### src/rtl/sonet_align_pkg.sv
// Constants, types and helpers shared by the framing aligner datapath.
// Assumes a single 10 MHz clock domain and no register bus.
package sonet_align_pkg;

  // Line configurations; code 2'b11 is illegal and behaves as OC-12.
  typedef enum logic [1:0] {
    MODE_OC12 = 2'b00,
    MODE_OC48 = 2'b01,
    MODE_OC96 = 2'b10
  } mode_e;

  // Manual aligner states.
  typedef enum logic {
    ST_SEARCH = 1'b0,
    ST_LOCKED = 1'b1
  } align_e;

  // Framing bytes and the reference alignment patterns.
  localparam logic [7:0] FIRST_FRAMING_BYTE = 8'hF6;
  localparam logic [7:0] SECOND_FRAMING_BYTE = 8'h28;
  localparam logic [15:0] PATTERN_MSB_FLIP = 16'hF628;
  localparam logic [15:0] PATTERN_MSB_NOFLIP = 16'h146F;
  localparam logic [15:0] PATTERN_LSB_NOFLIP = 16'h28F6;
  localparam logic [15:0] PATTERN_RESET = PATTERN_MSB_FLIP;

  // Line figures: framing runs, frame period and rates.
  localparam int OC12_RUN = 12;
  localparam int OC48_RUN = 48;
  localparam int OC96_RUN = 96;
  localparam int FRAME_PERIOD_US = 125;
  localparam int CLK_MHZ = 10;
  localparam int FRAME_CYCLES = FRAME_PERIOD_US * CLK_MHZ;
  localparam real OC12_MBPS = 622.0;
  localparam real OC48_MBPS = 2488.32;
  localparam real OC96_MBPS = 4967.0;

  // Datapath sizes.
  localparam int LANE_W = 16;
  localparam int WORD_W = 32;
  localparam int HIST_W = 48;
  localparam int OFFSETS = 16;
  localparam int FIFO_DEPTH = 4;

  // Reverses the bit order of one byte.
  function automatic logic [7:0] rev8(input logic [7:0] v);
    logic [7:0] r;
    for (int i = 0; i < 8; i++) begin
      r[i] = v[7-i];
    end
    return r;
  endfunction

  // Reverses a whole 16-bit pattern.
  function automatic logic [15:0] rev16(input logic [15:0] v);
    return {rev8(v[7:0]), rev8(v[15:8])};
  endfunction

  // Reverses each byte of a word in place.
  function automatic logic [31:0] rev_bytes32(input logic [31:0] v);
    return {rev8(v[31:24]), rev8(v[23:16]), rev8(v[15:8]), rev8(v[7:0])};
  endfunction

endpackage

### src/rtl/sonet_frame_word_aligner.sv
// Framing word aligner with byte serializer, deserializer and ordering.
// Assumes line lanes arrive one unit per clock from outside the domain
// and configuration comes from framer logic on the same clock.
`timescale 1ns/1ps
`default_nettype none
module sonet_frame_word_aligner
  import sonet_align_pkg::*;
(
  // Clock and reset.
  input wire logic mclk,
  input wire logic resetn,
  // Configuration from the framer.
  input wire logic [1:0] mode,
  input wire logic pattern_size_select,
  input wire logic [15:0] align_pattern,
  input wire logic pattern_flip,
  input wire logic tx_flip,
  input wire logic rx_flip,
  input wire logic realign,
  // Transmit words from the framer.
  input wire logic [WORD_W-1:0] tx_word,
  input wire logic tx_valid,
  output logic tx_ready,
  // Transmit lane toward the line.
  output logic [LANE_W-1:0] tx_line,
  output logic tx_line_valid,
  input wire logic tx_line_ready,
  // Receive lane from the line.
  input wire logic [LANE_W-1:0] rx_line,
  // Receive words and status toward the framer.
  output logic [WORD_W-1:0] rx_word,
  output logic rx_valid,
  output logic sync_locked,
  output logic pad_inserted
);

  typedef struct packed {
    logic [LANE_W-1:0] rx_s1;
    logic [LANE_W-1:0] rx_s2;
    logic rdy_s1;
    logic rdy_s2;
    logic [HIST_W-1:0] hist;
    align_e st;
    logic [3:0] off;
    logic locked;
    logic lock_prev;
    logic order_pend;
    logic des_ph;
    logic [LANE_W-1:0] des_lo;
    logic [WORD_W-1:0] rx_word;
    logic rx_valid;
    logic pad;
    logic ser_ph;
    logic [LANE_W-1:0] tx_line;
    logic tx_line_valid;
  } state_s;

  state_s s_q, s_d;

  ////////////////////////////////////////////////////////////////////////////
  // Transmit FIFO between the framer and the serializer.

  logic [WORD_W-1:0] f_data;
  logic f_valid, f_ready;

  // Back-pressure from the line reaches the framer through tx_ready.
  word_fifo #(
    .WIDTH(WORD_W),
    .DEPTH(FIFO_DEPTH)
  ) u_tx_fifo (
    .mclk(mclk),
    .resetn(resetn),
    .in_data(tx_word),
    .in_valid(tx_valid),
    .in_ready(tx_ready),
    .out_data(f_data),
    .out_valid(f_valid),
    .out_ready(f_ready)
  );

  ////////////////////////////////////////////////////////////////////////////
  // Pattern compare at every bit offset.

  logic oc48, oc96, sel32;
  logic [15:0] pat16;
  logic [31:0] pat32;
  logic [7:0] pad_byte, a2_byte;
  logic [OFFSETS-1:0] hit16, hit32, cand;

  // Mode decode; the illegal code falls back to the bypass path.
  assign oc48 = (mode == MODE_OC48);
  assign oc96 = (mode == MODE_OC96);
  assign sel32 = oc96 | pattern_size_select;
  assign pat16 = pattern_flip ? rev16(align_pattern) : align_pattern;
  assign pat32 = {pat16[15:8], pat16[15:8], pat16[7:0], pat16[7:0]};
  assign pad_byte = pat16[15:8];
  assign a2_byte = pat16[7:0];

  // Oldest bits sit at the top of the history, so the match index is
  // where the pattern ends; the pattern length is a whole number of lanes
  // and therefore it also starts on the new boundary.
  for (genvar k = 0; k < OFFSETS; k++) begin : g_off
    assign hit16[k] = (s_q.hist[k +: 16] == pat16);
    assign hit32[k] = (s_q.hist[k +: 32] == pat32);
    assign cand[k] = (sel32 ? hit32[k] : hit16[k]) && (oc96 || (k < 8));
  end

  ////////////////////////////////////////////////////////////////////////////
  // Next-state logic for the whole block.

  always_comb begin
    logic [15:0] al;
    logic [7:0] b;
    logic [31:0] w;
    logic [31:0] td;
    logic sent;
    s_d = s_q;
    al = s_q.hist[s_q.off +: 16];
    b = al[7:0];
    w = '0;
    td = tx_flip ? rev_bytes32(f_data) : f_data;
    sent = 1'b0;
    f_ready = 1'b0;
    s_d.rx_valid = 1'b0;
    s_d.pad = 1'b0;
    s_d.tx_line_valid = 1'b0;

    // Two-flop synchronisers for everything arriving from the line.
    s_d.rx_s1 = rx_line;
    s_d.rx_s2 = s_q.rx_s1;
    s_d.rdy_s1 = tx_line_ready;
    s_d.rdy_s2 = s_q.rdy_s1;

    // Lanes are 8 bits wide except OC-96, which takes 16 a cycle.
    if (oc96) begin
      s_d.hist = {s_q.hist[31:0], s_q.rx_s2};
    end else begin
      s_d.hist = {s_q.hist[39:0], s_q.rx_s2[7:0]};
    end

    // Manual aligner: hunt once, then hold the boundary until realign.
    unique case (s_q.st)
      ST_SEARCH: begin
        s_d.locked = 1'b0;
        for (int k = OFFSETS - 1; k >= 0; k--) begin
          if (cand[k]) begin
            s_d.off = k[3:0];
            s_d.st = ST_LOCKED;
            s_d.locked = 1'b1;
          end
        end
      end
      ST_LOCKED: begin
        if (realign) begin
          s_d.st = ST_SEARCH;
          s_d.locked = 1'b0;
        end
      end
    endcase

    // Byte ordering arms on each rising edge of lock in OC-48 only.
    s_d.lock_prev = s_q.locked;
    if (s_q.locked && !s_q.lock_prev && oc48) begin
      s_d.order_pend = 1'b1;
    end
    if (!s_q.locked) begin
      s_d.des_ph = 1'b0;
    end

    // Receive deserializer; earlier unit lands in the low half.
    if (s_q.locked) begin
      if (oc96) begin
        if (!s_q.des_ph) begin
          s_d.des_lo = al;
          s_d.des_ph = 1'b1;
        end else begin
          w = {al, s_q.des_lo};
          s_d.des_ph = 1'b0;
          s_d.rx_valid = 1'b1;
        end
      end else if (oc48) begin
        if (!s_q.des_ph) begin
          s_d.des_lo = {8'h00, b};
          s_d.des_ph = 1'b1;
        end else if (s_q.order_pend &&
                     s_q.des_lo[7:0] != a2_byte) begin
          // Filler goes first so the stray byte becomes the high half
          // and the pairing slips by exactly one byte.
          w = {16'h0000, s_q.des_lo[7:0], pad_byte};
          s_d.des_lo = {8'h00, b};
          s_d.des_ph = 1'b1;
          s_d.rx_valid = 1'b1;
          s_d.pad = 1'b1;
          s_d.order_pend = 1'b0;
        end else begin
          w = {16'h0000, b, s_q.des_lo[7:0]};
          s_d.des_ph = 1'b0;
          s_d.rx_valid = 1'b1;
          s_d.order_pend = 1'b0;
        end
      end else begin
        w = {24'h000000, b};
        s_d.rx_valid = 1'b1;
      end
    end
    if (s_d.rx_valid) begin
      s_d.rx_word = rx_flip ? rev_bytes32(w) : w;
    end

    // Transmit serializer, paced by the synchronised line ready.
    if (!oc48 && !oc96) begin
      s_d.ser_ph = 1'b0;
    end
    if (s_q.rdy_s2 && f_valid) begin
      sent = 1'b1;
      if (oc96) begin
        s_d.tx_line = s_q.ser_ph ? td[31:16] : td[15:0];
        f_ready = s_q.ser_ph;
        s_d.ser_ph = !s_q.ser_ph;
      end else if (oc48) begin
        s_d.tx_line = {8'h00, s_q.ser_ph ? td[15:8] : td[7:0]};
        f_ready = s_q.ser_ph;
        s_d.ser_ph = !s_q.ser_ph;
      end else begin
        s_d.tx_line = {8'h00, td[7:0]};
        f_ready = 1'b1;
      end
    end
    s_d.tx_line_valid = sent;
  end

  ////////////////////////////////////////////////////////////////////////////
  // State register.

  always_ff @(posedge mclk or negedge resetn) begin
    if (!resetn) begin
      s_q <= '0;
    end else begin
      s_q <= s_d;
    end
  end

  // Outputs straight from the state flops.
  assign tx_line = s_q.tx_line;
  assign tx_line_valid = s_q.tx_line_valid;
  assign rx_word = s_q.rx_word;
  assign rx_valid = s_q.rx_valid;
  assign sync_locked = s_q.locked;
  assign pad_inserted = s_q.pad;
endmodule
`default_nettype wire

### src/rtl/word_fifo.sv
// Small synchronous FIFO with valid/ready on both sides.
// Assumes DEPTH is a power of two and one clock for both sides.
`timescale 1ns/1ps
`default_nettype none
module word_fifo #(
  parameter int WIDTH = 32,
  parameter int DEPTH = 4
) (
  // Clock and reset.
  input wire logic mclk,
  input wire logic resetn,
  // Filling side.
  input wire logic [WIDTH-1:0] in_data,
  input wire logic in_valid,
  output logic in_ready,
  // Draining side.
  output logic [WIDTH-1:0] out_data,
  output logic out_valid,
  input wire logic out_ready
);
  localparam int PW = $clog2(DEPTH);
  localparam int CW = $clog2(DEPTH + 1);

  typedef struct packed {
    logic [DEPTH-1:0][WIDTH-1:0] mem;
    logic [PW-1:0] wr;
    logic [PW-1:0] rd;
    logic [CW-1:0] cnt;
    logic ready;
    logic valid;
  } fifo_s;

  fifo_s s_q, s_d;
  logic push, pop;

  // Flags are registered so both handshakes come straight from flops.
  always_comb begin
    s_d = s_q;
    push = in_valid && s_q.ready;
    pop = out_ready && s_q.valid;
    if (push) begin
      s_d.mem[s_q.wr] = in_data;
      s_d.wr = s_q.wr + PW'(1);
    end
    if (pop) begin
      s_d.rd = s_q.rd + PW'(1);
    end
    s_d.cnt = s_q.cnt + CW'(push) - CW'(pop);
    s_d.ready = (s_d.cnt != CW'(DEPTH));
    s_d.valid = (s_d.cnt != CW'(0));
  end

  // State register.
  always_ff @(posedge mclk or negedge resetn) begin
    if (!resetn) begin
      s_q <= '0;
      s_q.ready <= 1'b1;
    end else begin
      s_q <= s_d;
    end
  end

  assign in_ready = s_q.ready;
  assign out_valid = s_q.valid;
  assign out_data = s_q.mem[s_q.rd];
endmodule
`default_nettype wire

### config.mk
export PLATFORM = sky130hd
export DESIGN_NAME = sonet_frame_word_aligner
export DESIGN_NICKNAME = d
export VERILOG_FILES = /design/src/rtl/sonet_align_pkg.sv /design/src/rtl/sonet_frame_word_aligner.sv /design/src/rtl/word_fifo.sv
export SDC_FILE = /design/constraint.sdc
export NUM_CORES = 1
export LEC_CHECK = 0
export ABC_CLOCK_PERIOD_IN_PS = 3700
export BUFFER_PORTS_ARGS = -buffer_cell sky130_fd_sc_hd__buf_2
export CORE_MARGIN = 10
export CORE_UTILIZATION = 29
export CTS_CLUSTER_DIAMETER = 120
export DETAILED_ROUTE_END_ITERATION = 8
export GPL_TIMING_DRIVEN = 0
export SETUP_SLACK_MARGIN = 0.05
export SYNTH_ARGS = -nofsm -noshare
export SYNTH_HDL_FRONTEND = slang
export SYNTH_SLANG_ARGS = --single-unit
### constraint.sdc
create_clock -name mclk -period 3.7 [get_ports mclk]
set_input_delay 0.555 -clock mclk [delete_from_list [all_inputs] [get_ports mclk]]
set_output_delay 0.555 -clock mclk [all_outputs]
set_load 0.01 [all_outputs]
==> summary.md, run 1 <==
| Metric | Value |
|---|---|
| FP Rows | `100` |
| Worst slew margin | `27.2%` |
| Skew-Pair Late Insertion Delay | `0.57 ns` |
| Layout cells sized above 1 | `24.8%` |
| Clock Path Buffers | `3` |
| Hold slack | `0.00169 ns` |
| Post-Syn Instances | `2,232` |
| Max-slew violations | `0` |
| Tmin final | `3.66 ns` |
| Yosys warning count | `0` |
| Clock-pin slew on the worst setup and hold paths | `0.06 ns` |
| CTS tree | `built` |
| Total negative slack | `0 ns` |
| Finished Layout Cells | `3,382` |
| Critical path fanouts, max | `10` |
| Ys flop type | `dfrtp_1` |
| Total track usage | `17.7%` |
| Max cap viols | `0` |
| Grt total ovfl | `0` |
| Clk sinks | `295` |
| Setup Skew | `0.0428 ns` |
| Largest net degree at the start of global routing | `114` |
| DRT Pass-1 Iters | `5` |
| Worst Setup Start Kind | `primary input` |
| Type of the worst setup path | `primary input to register` |
| Worst reg2reg setup slack | `0.06 ns` |
| Status | `completed` |
| R2R depth | `11` |
| Buffers on Ports | `121` |
| Post-Syn Area | `21,900 um^2` |
| Fraction of registers with async set/reset | `100%` |
| Fmax | `274 MHz` |
| Initial antenna violation count | `4` |
| Final WL | `78.7 mm` |
| Slew @ Worst Pin | `1.08 ns` |
| Die area | `86,800 um^2` |
| Final setup viols | `0` |
| Syn nets | `2,316` |
| Unique masters post-synth | `70` |
| Gp weighted congestion | `0.985` |
| Final nets | `2,472` |
| Maximum VDD drop | `0.557 mV` |
| H-tree depth | `2` |
| Number of remaining DRC errors | `0` |
| Via-to-Cell Ratio | `5.54` |
| Fin. Hold Viols | `0` |
| Root Buffer | `clkbuf_16` |
| Most frequent cells in the layout | `xnor2_1 (298), dfrtp_1 (293), mux2_2 (195)` |
| Period utilization | `98.8%` |
| Dpl cell area | `23,800 um^2` |
| Critical path capture point type | `register` |
| Core box area | `74,600 um^2` |
| Worst EP arrival | `4.07 ns` |
| Area grow syn2layout | `15.1%` |
| Ant. Diodes | `0` |
| First-pass GRT wire length | `119 mm` |
| Yosys reg bits | `295` |
| Syn Area/Cell | `9.80 um^2` |
| Pwr dens | `546 nW/um^2` |
| Vias in the first global route | `18,500` |
| Drt wl/cell | `23.3 um` |
| Starting Density | `29.3%` |
| RSZ-0062 raised after global routing | `true` |
| IO Pins | `128` |
| Die Span Y | `295 um` |
| Drt first-iter violations | `1,867` |
| Sequential cell area fraction in the yosys report | `33.8%` |
| Vias | `18,700` |
| Antenna-violating nets left | `0` |
| Die width | `295 um` |
| DPL Wire Length | `57.6 mm` |
| Post-synth EDFFs | `0` |
| Hold crit path type | `primary input to async pin` |
| CP required | `4.12 ns` |
| Dpl cells | `3,324` |
| Post-route cell area | `25,200 um^2` |
| Clock buffer count from CTS | `34` |
| Commonest non-fill, non-tap cell in the layout | `xnor2_1` |
| Leakage | `9.64 nW` |
| Hold buffers post-CTS | `0` |
final timing paths:
check | startpoint | endpoint
max in group asynchronous | resetn | s_q[110]
setup / recovery | pattern_flip | s_q[73]
hold / removal | resetn | u_tx_fifo.s_q[4]
min in group mclk | tx_line_ready | s_d[125]
hold reg to reg | s_d[136] | s_q[136]
setup reg to reg | s_q[105] | s_q[72]
report_power, final:
group / total (mW) / switching (mW) / internal [mW]
Sequential: 4.63 / 0.485 / 4.14
Combinational: 5.58 / 2.91 / 2.67
Clock: 3.54 / 1.47 / 2.06
cell usage after synthesis (all sizes together), types with 3 or more instances:
master | count | area [um^2]
nand3b | 3 | 22.5
o2111ai | 25 | 219
and2 | 3 | 18.8
xnor2 | 298 | 2610
nand2 | 127 | 477
nor4bb | 68 | 681
a31oi | 6 | 37.5
a211oi | 3 | 22.5
nand2b | 26 | 163
o211ai | 9 | 67.6
mux2i | 71 | 772
inv | 18 | 67.6
o22a | 9 | 78.8
ha | 8 | 100
o22ai | 7 | 43.8
dfrtp | 294 | 7360
a22oi | 8 | 60.1
mux4 | 43 | 968
or3 | 6 | 37.5
a221o | 20 | 200
xor2 | 97 | 850
a221oi | 3 | 38.8
a22o | 8 | 70.1
nor4 | 98 | 613
or2 | 4 | 25.0
nor2 | 93 | 349
nand3 | 31 | 155
mux2 | 195 | 2200
o31ai | 14 | 105
o311a | 3 | 30.0
o221ai | 9 | 78.8
or4 | 7 | 52.6
clkbuf | 148 | 556
o311ai | 24 | 210
nor2b | 14 | 87.6
buf | 148 | 848
nor3 | 49 | 245
a21oi | 54 | 270
nand4 | 43 | 269
o21ai | 113 | 566
sequential cells by signal, summed over array words and instances, names as in the netlist:
register / cells
s_d: 17
s_q: 89
u_tx_fifo.s_q: 135
sync_locked: 1
u_tx_fifo.out_valid: 1
tx_line_valid: 1
pad_inserted: 1
rx_valid: 1
rx_word: 32
u_tx_fifo.in_ready: 1
tx_line: 16
layout make-up:
cell class,count,area (um^2)
fill,7641,49400
multi-input combinational,1623,13100
sequential,295,7380
buffer,290,1510
tap,969,1210
clock buffer,40,893
timing repair buffer,126,693
clock inverter,21,290
inverter,18,67.6
routing by layer:
metal / vias up / share of wire [%] / global-route usage (%)
met1: 9250 / 40 / 21.9
li1: 8327 / - / -
met4: 8 / 5.3 / 9.01
met2: 904 / 46 / 28.8
met3: 232 / 8.6 / 3.54
met5: - / 0.070 / 0
per-stage QoR:
stage | power (mW) | util, % | worst slack (ns)
3_3_place_gp | 10.1 | 31.8 | -3.74
5_1_grt | 14.5 | 33.7 | 0.0376
6_report | 13.7 | 33.7 | 0.0442
4_1_cts | 13.8 | 33.6 | 0.0531
2_1_floorplan | 8.53 | - | 0.341
3_5_place_dp | 10.2 | 31.8 | -0.827
what timing repair did:
action | 4_1_cts | 5_1_grt
resized for setup | 52 | 76
setup endpoints to repair | 29 | 31
setup buffers | 0 | 3
pin swaps | 1 | 4
critical path, stage by stage:
cell and delay (ns):
buf_6 0.12, buf_8 0.22, mux2i_2 0.47, buf_4 0.37
xnor2_1 0.10, nor4_1 0.38, nand3_1 0.33, nor4_1 0.54
a41oi_1 0.18, o21ai_1 0.21, a21oi_1 0.10, o211a_1 0.21
o31ai_1 0.28
cell families (layout without fill, tap and decap cells):
family                   count (synthesis)  after routing  synth area share, %
flip-flops                             295            295                 33.8
adder cells (fa/ha/maj)                  9              9                0.549
XOR/XNOR                               395            395                 15.8
AND/OR/NAND/NOR                        579            579                 14.9
multiplexers                           309            309                 18.0
buffers and inverters                  314            495                 6.73
AO/OA/AOI/OAI                          331            331                 10.3
No activity file was read; power rests on OpenSTA's default activity.
==> inputs of run 2 (changes only) <==
--- a/config.mk
+++ b/config.mk
@@ -5,6 +5,7 @@
 export SDC_FILE = /design/constraint.sdc
 export NUM_CORES = 1
 export LEC_CHECK = 0
+export ABC_AREA = 1
 export ABC_CLOCK_PERIOD_IN_PS = 3700
 export BUFFER_PORTS_ARGS = -buffer_cell sky130_fd_sc_hd__buf_2
 export CORE_MARGIN = 10
==> run 2 against run 1 <==
  * Wire length is 31% higher
  * Sequential cell count did not move
  * Worst hold slack improved by 0.085 ns
  * Combinational power increased by 8.2%
  * Total power is 7.0% higher
  * Via count is 26% higher
  * Worst setup slack better by 0.12 ns
  * Critical endpoint is now s_q[72]
==> summary.md, run 2 <==
| Metric | Value |
|---|---|
| Sequential cell area fraction in the yosys report | `34.1%` |
| R2r endpoint | `s_q[72]` |
| Maximum VDD drop | `0.428 mV` |
| Final setup viols | `0` |
| CP required | `4.17 ns` |
| Worst path slowest cell | `nor4_2` |
| Die area | `86,000 um^2` |
| Drt wl/cell | `23.7 um` |
| Yosys reg bits | `295` |
| Tmin final | `3.54 ns` |
| Worst setup path end | `s_q[72]` |
| Unique masters post-synth | `51` |
| Final WL | `103 mm` |
| Adder-cell area share of the yosys netlist | `0.555%` |
| Synth Area in Compound Gates | `14.7%` |
| FP Rows | `100` |
| Final worst slack | `0.163 ns` |
| Largest net degree at the start of global routing | `120` |
| Area grow syn2layout | `15.0%` |
| Top post-synthesis cells by area | `dfrtp_1 (34%), nand2_1 (20%), xor2_1 (9.1%)` |
| Initial antenna violation count | `3` |
| Fin. Hold Viols | `0` |
| Gp weighted congestion | `1.03` |
| Starting Density | `29.2%` |
| Drt first-iter violations | `2,781` |
| H-tree depth | `2` |
| CP top delay family | `simple AND/OR/NAND/NOR gates` |
| DRT Pass-1 Iters | `8` |
| Slew @ Worst Pin | `1.18 ns` |
| Main combinational cell family by area after synthesis | `simple AND/OR/NAND/NOR gates` |
| Pre-CTS setup slack | `-1.33 ns` |
| Leakage | `11.7 nW` |
| Most frequent cells in the layout | `nand2_1 (1,128), o21ai_0 (296), dfrtp_1 (294)` |
| Post-Syn Instances | `3,183` |
| Commonest non-fill, non-tap cell in the layout | `nand2_1` |
| Crit path from | `pattern_flip` |
| Antenna-violating nets left | `0` |
| Post-Syn Area | `21,700 um^2` |
| Clock Path Buffers | `3` |
| RSZ-0062 raised after global routing | `true` |
| Yosys top cell by area | `dfrtp_1` |
| Syn Area/Cell | `6.81 um^2` |
| Total track usage | `23.3%` |
| Worst Setup Start Kind | `primary input` |
| Critical path fanouts, max | `10` |
| Vias in the first global route | `23,000` |
| DPL Wire Length | `74.2 mm` |
| Synth Area in XOR/XNOR | `9.22%` |
| Worst reg2reg setup slack | `0.21 ns` |
| Hold crit path type | `primary input to register` |
| IO Pins | `128` |
| Finished Layout Cells | `4,346` |
| Max-slew violations | `0` |
| Fmax | `283 MHz` |
| Syn nets | `3,267` |
| Worst EP arrival | `4.01 ns` |
| Clk sinks | `295` |
| CP max stage delay | `0.82 ns` |
| Clock buffer count from CTS | `37` |
| Root Buffer | `clkbuf_16` |
| Clock-pin slew on the worst setup and hold paths | `0.06 ns` |
| Via-to-Cell Ratio | `5.44` |
| Most flop-heavy register | `u_tx_fifo.s_q` |
| Dpl cells | `4,280` |
| Post-synthesis mux area share | `0.520%` |
| Fraction of registers with async set/reset | `100%` |
| Simple-gate share of the synthesized area | `31.3%` |
| Final nets | `3,432` |
| Max cap viols | `0` |
| Die width | `293 um` |
| Top cell type's share of synthesized area | `34.0%` |
| First-pass GRT wire length | `152 mm` |
| Layout cells sized above 1 | `10.6%` |
| Period utilization | `95.6%` |
| Yosys warning count | `0` |
| Status | `completed` |
| R2R Path Start | `s_q[97]` |
| Die Span Y | `293 um` |
| Critical-path cell list | `buf_2, inv_2, buf_4, nand2_1, nand2_1, clkbuf_1, nand2_1, nand4_1, nor4_2, nand2_1, nor4_1, nor2_1, nand2_1, nor2_1, nand3_2, nand2_4, nor2_1, nand2_1, nand2_1` |
| Top-count cell post-synth | `nand2_1` |
| Ys flop type | `dfrtp_1` |
| Total negative slack | `0 ns` |
| Setup Skew | `0.0450 ns` |
| Worst slew margin | `21.1%` |
| Crit path top cell by count | `nand2_1` |
| Grt total ovfl | `0` |
| Pwr dens | `590 nW/um^2` |
| Post-synth EDFFs | `0` |
| Synth cell count leaders | `nand2_1 (1,128), o21ai_0 (296), dfrtp_1 (294)` |
| CP bufs+invs | `4` |
| R2R depth | `24` |
| Largest register FFs | `135` |
| CTS tree | `built` |
| Skew-Pair Late Insertion Delay | `0.58 ns` |
| Number of remaining DRC errors | `0` |
| Critical path capture point type | `register` |
| Buffers on Ports | `126` |
| Levels on crit path | `19` |
| Type of the worst setup path | `primary input to register` |
| Core box area | `74,200 um^2` |
| Vias | `23,700` |
==> run 2: cell types whose count changed after synthesis, sizes merged, moves of 44 or more <==
cell and change:
nor4 -59, nor2 +98, o21ai +192, nand3 +84, mux2 -193, nor4bb -68, nand2 +1013, inv +146
xnor2 -296, mux2i -62, xor2 +129, nand4 +46, a21oi +44
==> run 2: final cells by class <==
class,instances,area [um^2]
fill,8118,49300
multi-input combinational,2426,12200
sequential,295,7380
buffer,277,1410
tap,969,1210
clock buffer,49,1020
timing repair buffer,133,736
inverter,178,683
clock inverter,17,254
antenna,2,5.00
==> run 2: stage by stage <==
stage	instance area [um^2]	hold slack, ns	utilization [%]	power, mW
2_1_floorplan	21700	0.259	-	8.49
3_3_place_gp	23500	0.333	31.7	10.7
3_5_place_dp	23600	0.335	31.8	10.7
4_1_cts	24900	0.0640	33.5	14.6
5_1_grt	24900	0.0766	33.6	15.5
6_report	24900	0.0862	33.6	14.7
==> run 2: logic make-up (layout without fill, tap and decap cells) <==
| kind of cell | after synthesis | after routing |
|---|---|---|
| AO/OA/AOI/OAI | 544 | 544 |
| XOR/XNOR | 228 | 228 |
| adder cells (fa/ha/maj) | 9 | 9 |
| buffers and inverters | 462 | 654 |
| flip-flops | 295 | 295 |
| multiplexers | 11 | 11 |
| other | 0 | 2 |
| AND/OR/NAND/NOR | 1634 | 1634 |
==> run 2: repair_timing <==
| action | in CTS | in global routing |
|---|---|---|
| gates resized for setup | 1 | 24 |
| buffers inserted | 0 | 4 |
| endpoints found under the setup margin | 48 | 11 |
| hold endpoints to repair | 59 | 0 |
| hold buffers | 1 | 0 |
==> run 2: how the worst min path moves through the flow <==
stage	slack, ns	startpoint	end	depth (start not counted)
detailed placement	0.33	s_d[138]	s_q[138]	0
finish	0.09	tx_line_ready	s_d[125]	1
CTS	0.06	rx_line[7]	s_d[134]	1
global route	0.08	tx_line_ready	s_d[125]	1
global placement	0.33	s_q[129]	s_q[79]	0
floorplan	0.26	resetn	pad_inserted	0
==> run 2: where the power goes <==
part           internal, mW  switching, mW  total (mW)
Clock                  2.31           1.56        3.87
Sequential             4.17          0.621        4.79
Combinational          1.95           4.09        6.04
==> run 2: worst register-to-register path: stages, from the launching register on <==
cell and delay [ns]:
dfrtp_1 0.79, inv_1 0.42, nand2_1 0.16, nand2_1 0.06, nor2_1 0.09, nand2_1 0.07
nor2_2 0.36, nand3_1 0.14, nor2_1 0.22, nand2_1 0.11, nand2_1 0.10, nand2_1 0.10
nand2_1 0.07, nand2_1 0.07, nand2_1 0.06, nand2_1 0.06, nand2_1 0.06, nand2_1 0.05
nand2_1 0.05, nand2_1 0.05, nand2_1 0.07, nand2_1 0.05, nand2_1 0.05, nand2_1 0.05
nand2_1 0.08
==> run 2: routing by layer <==
metal	share of wire [%]	track usage, %	vias up
met5	0.026	0	-
met4	6.1	13.1	4
met3	10	5.65	373
met2	45	37.0	1413
met1	39	28.5	11200
li1	-	-	10700
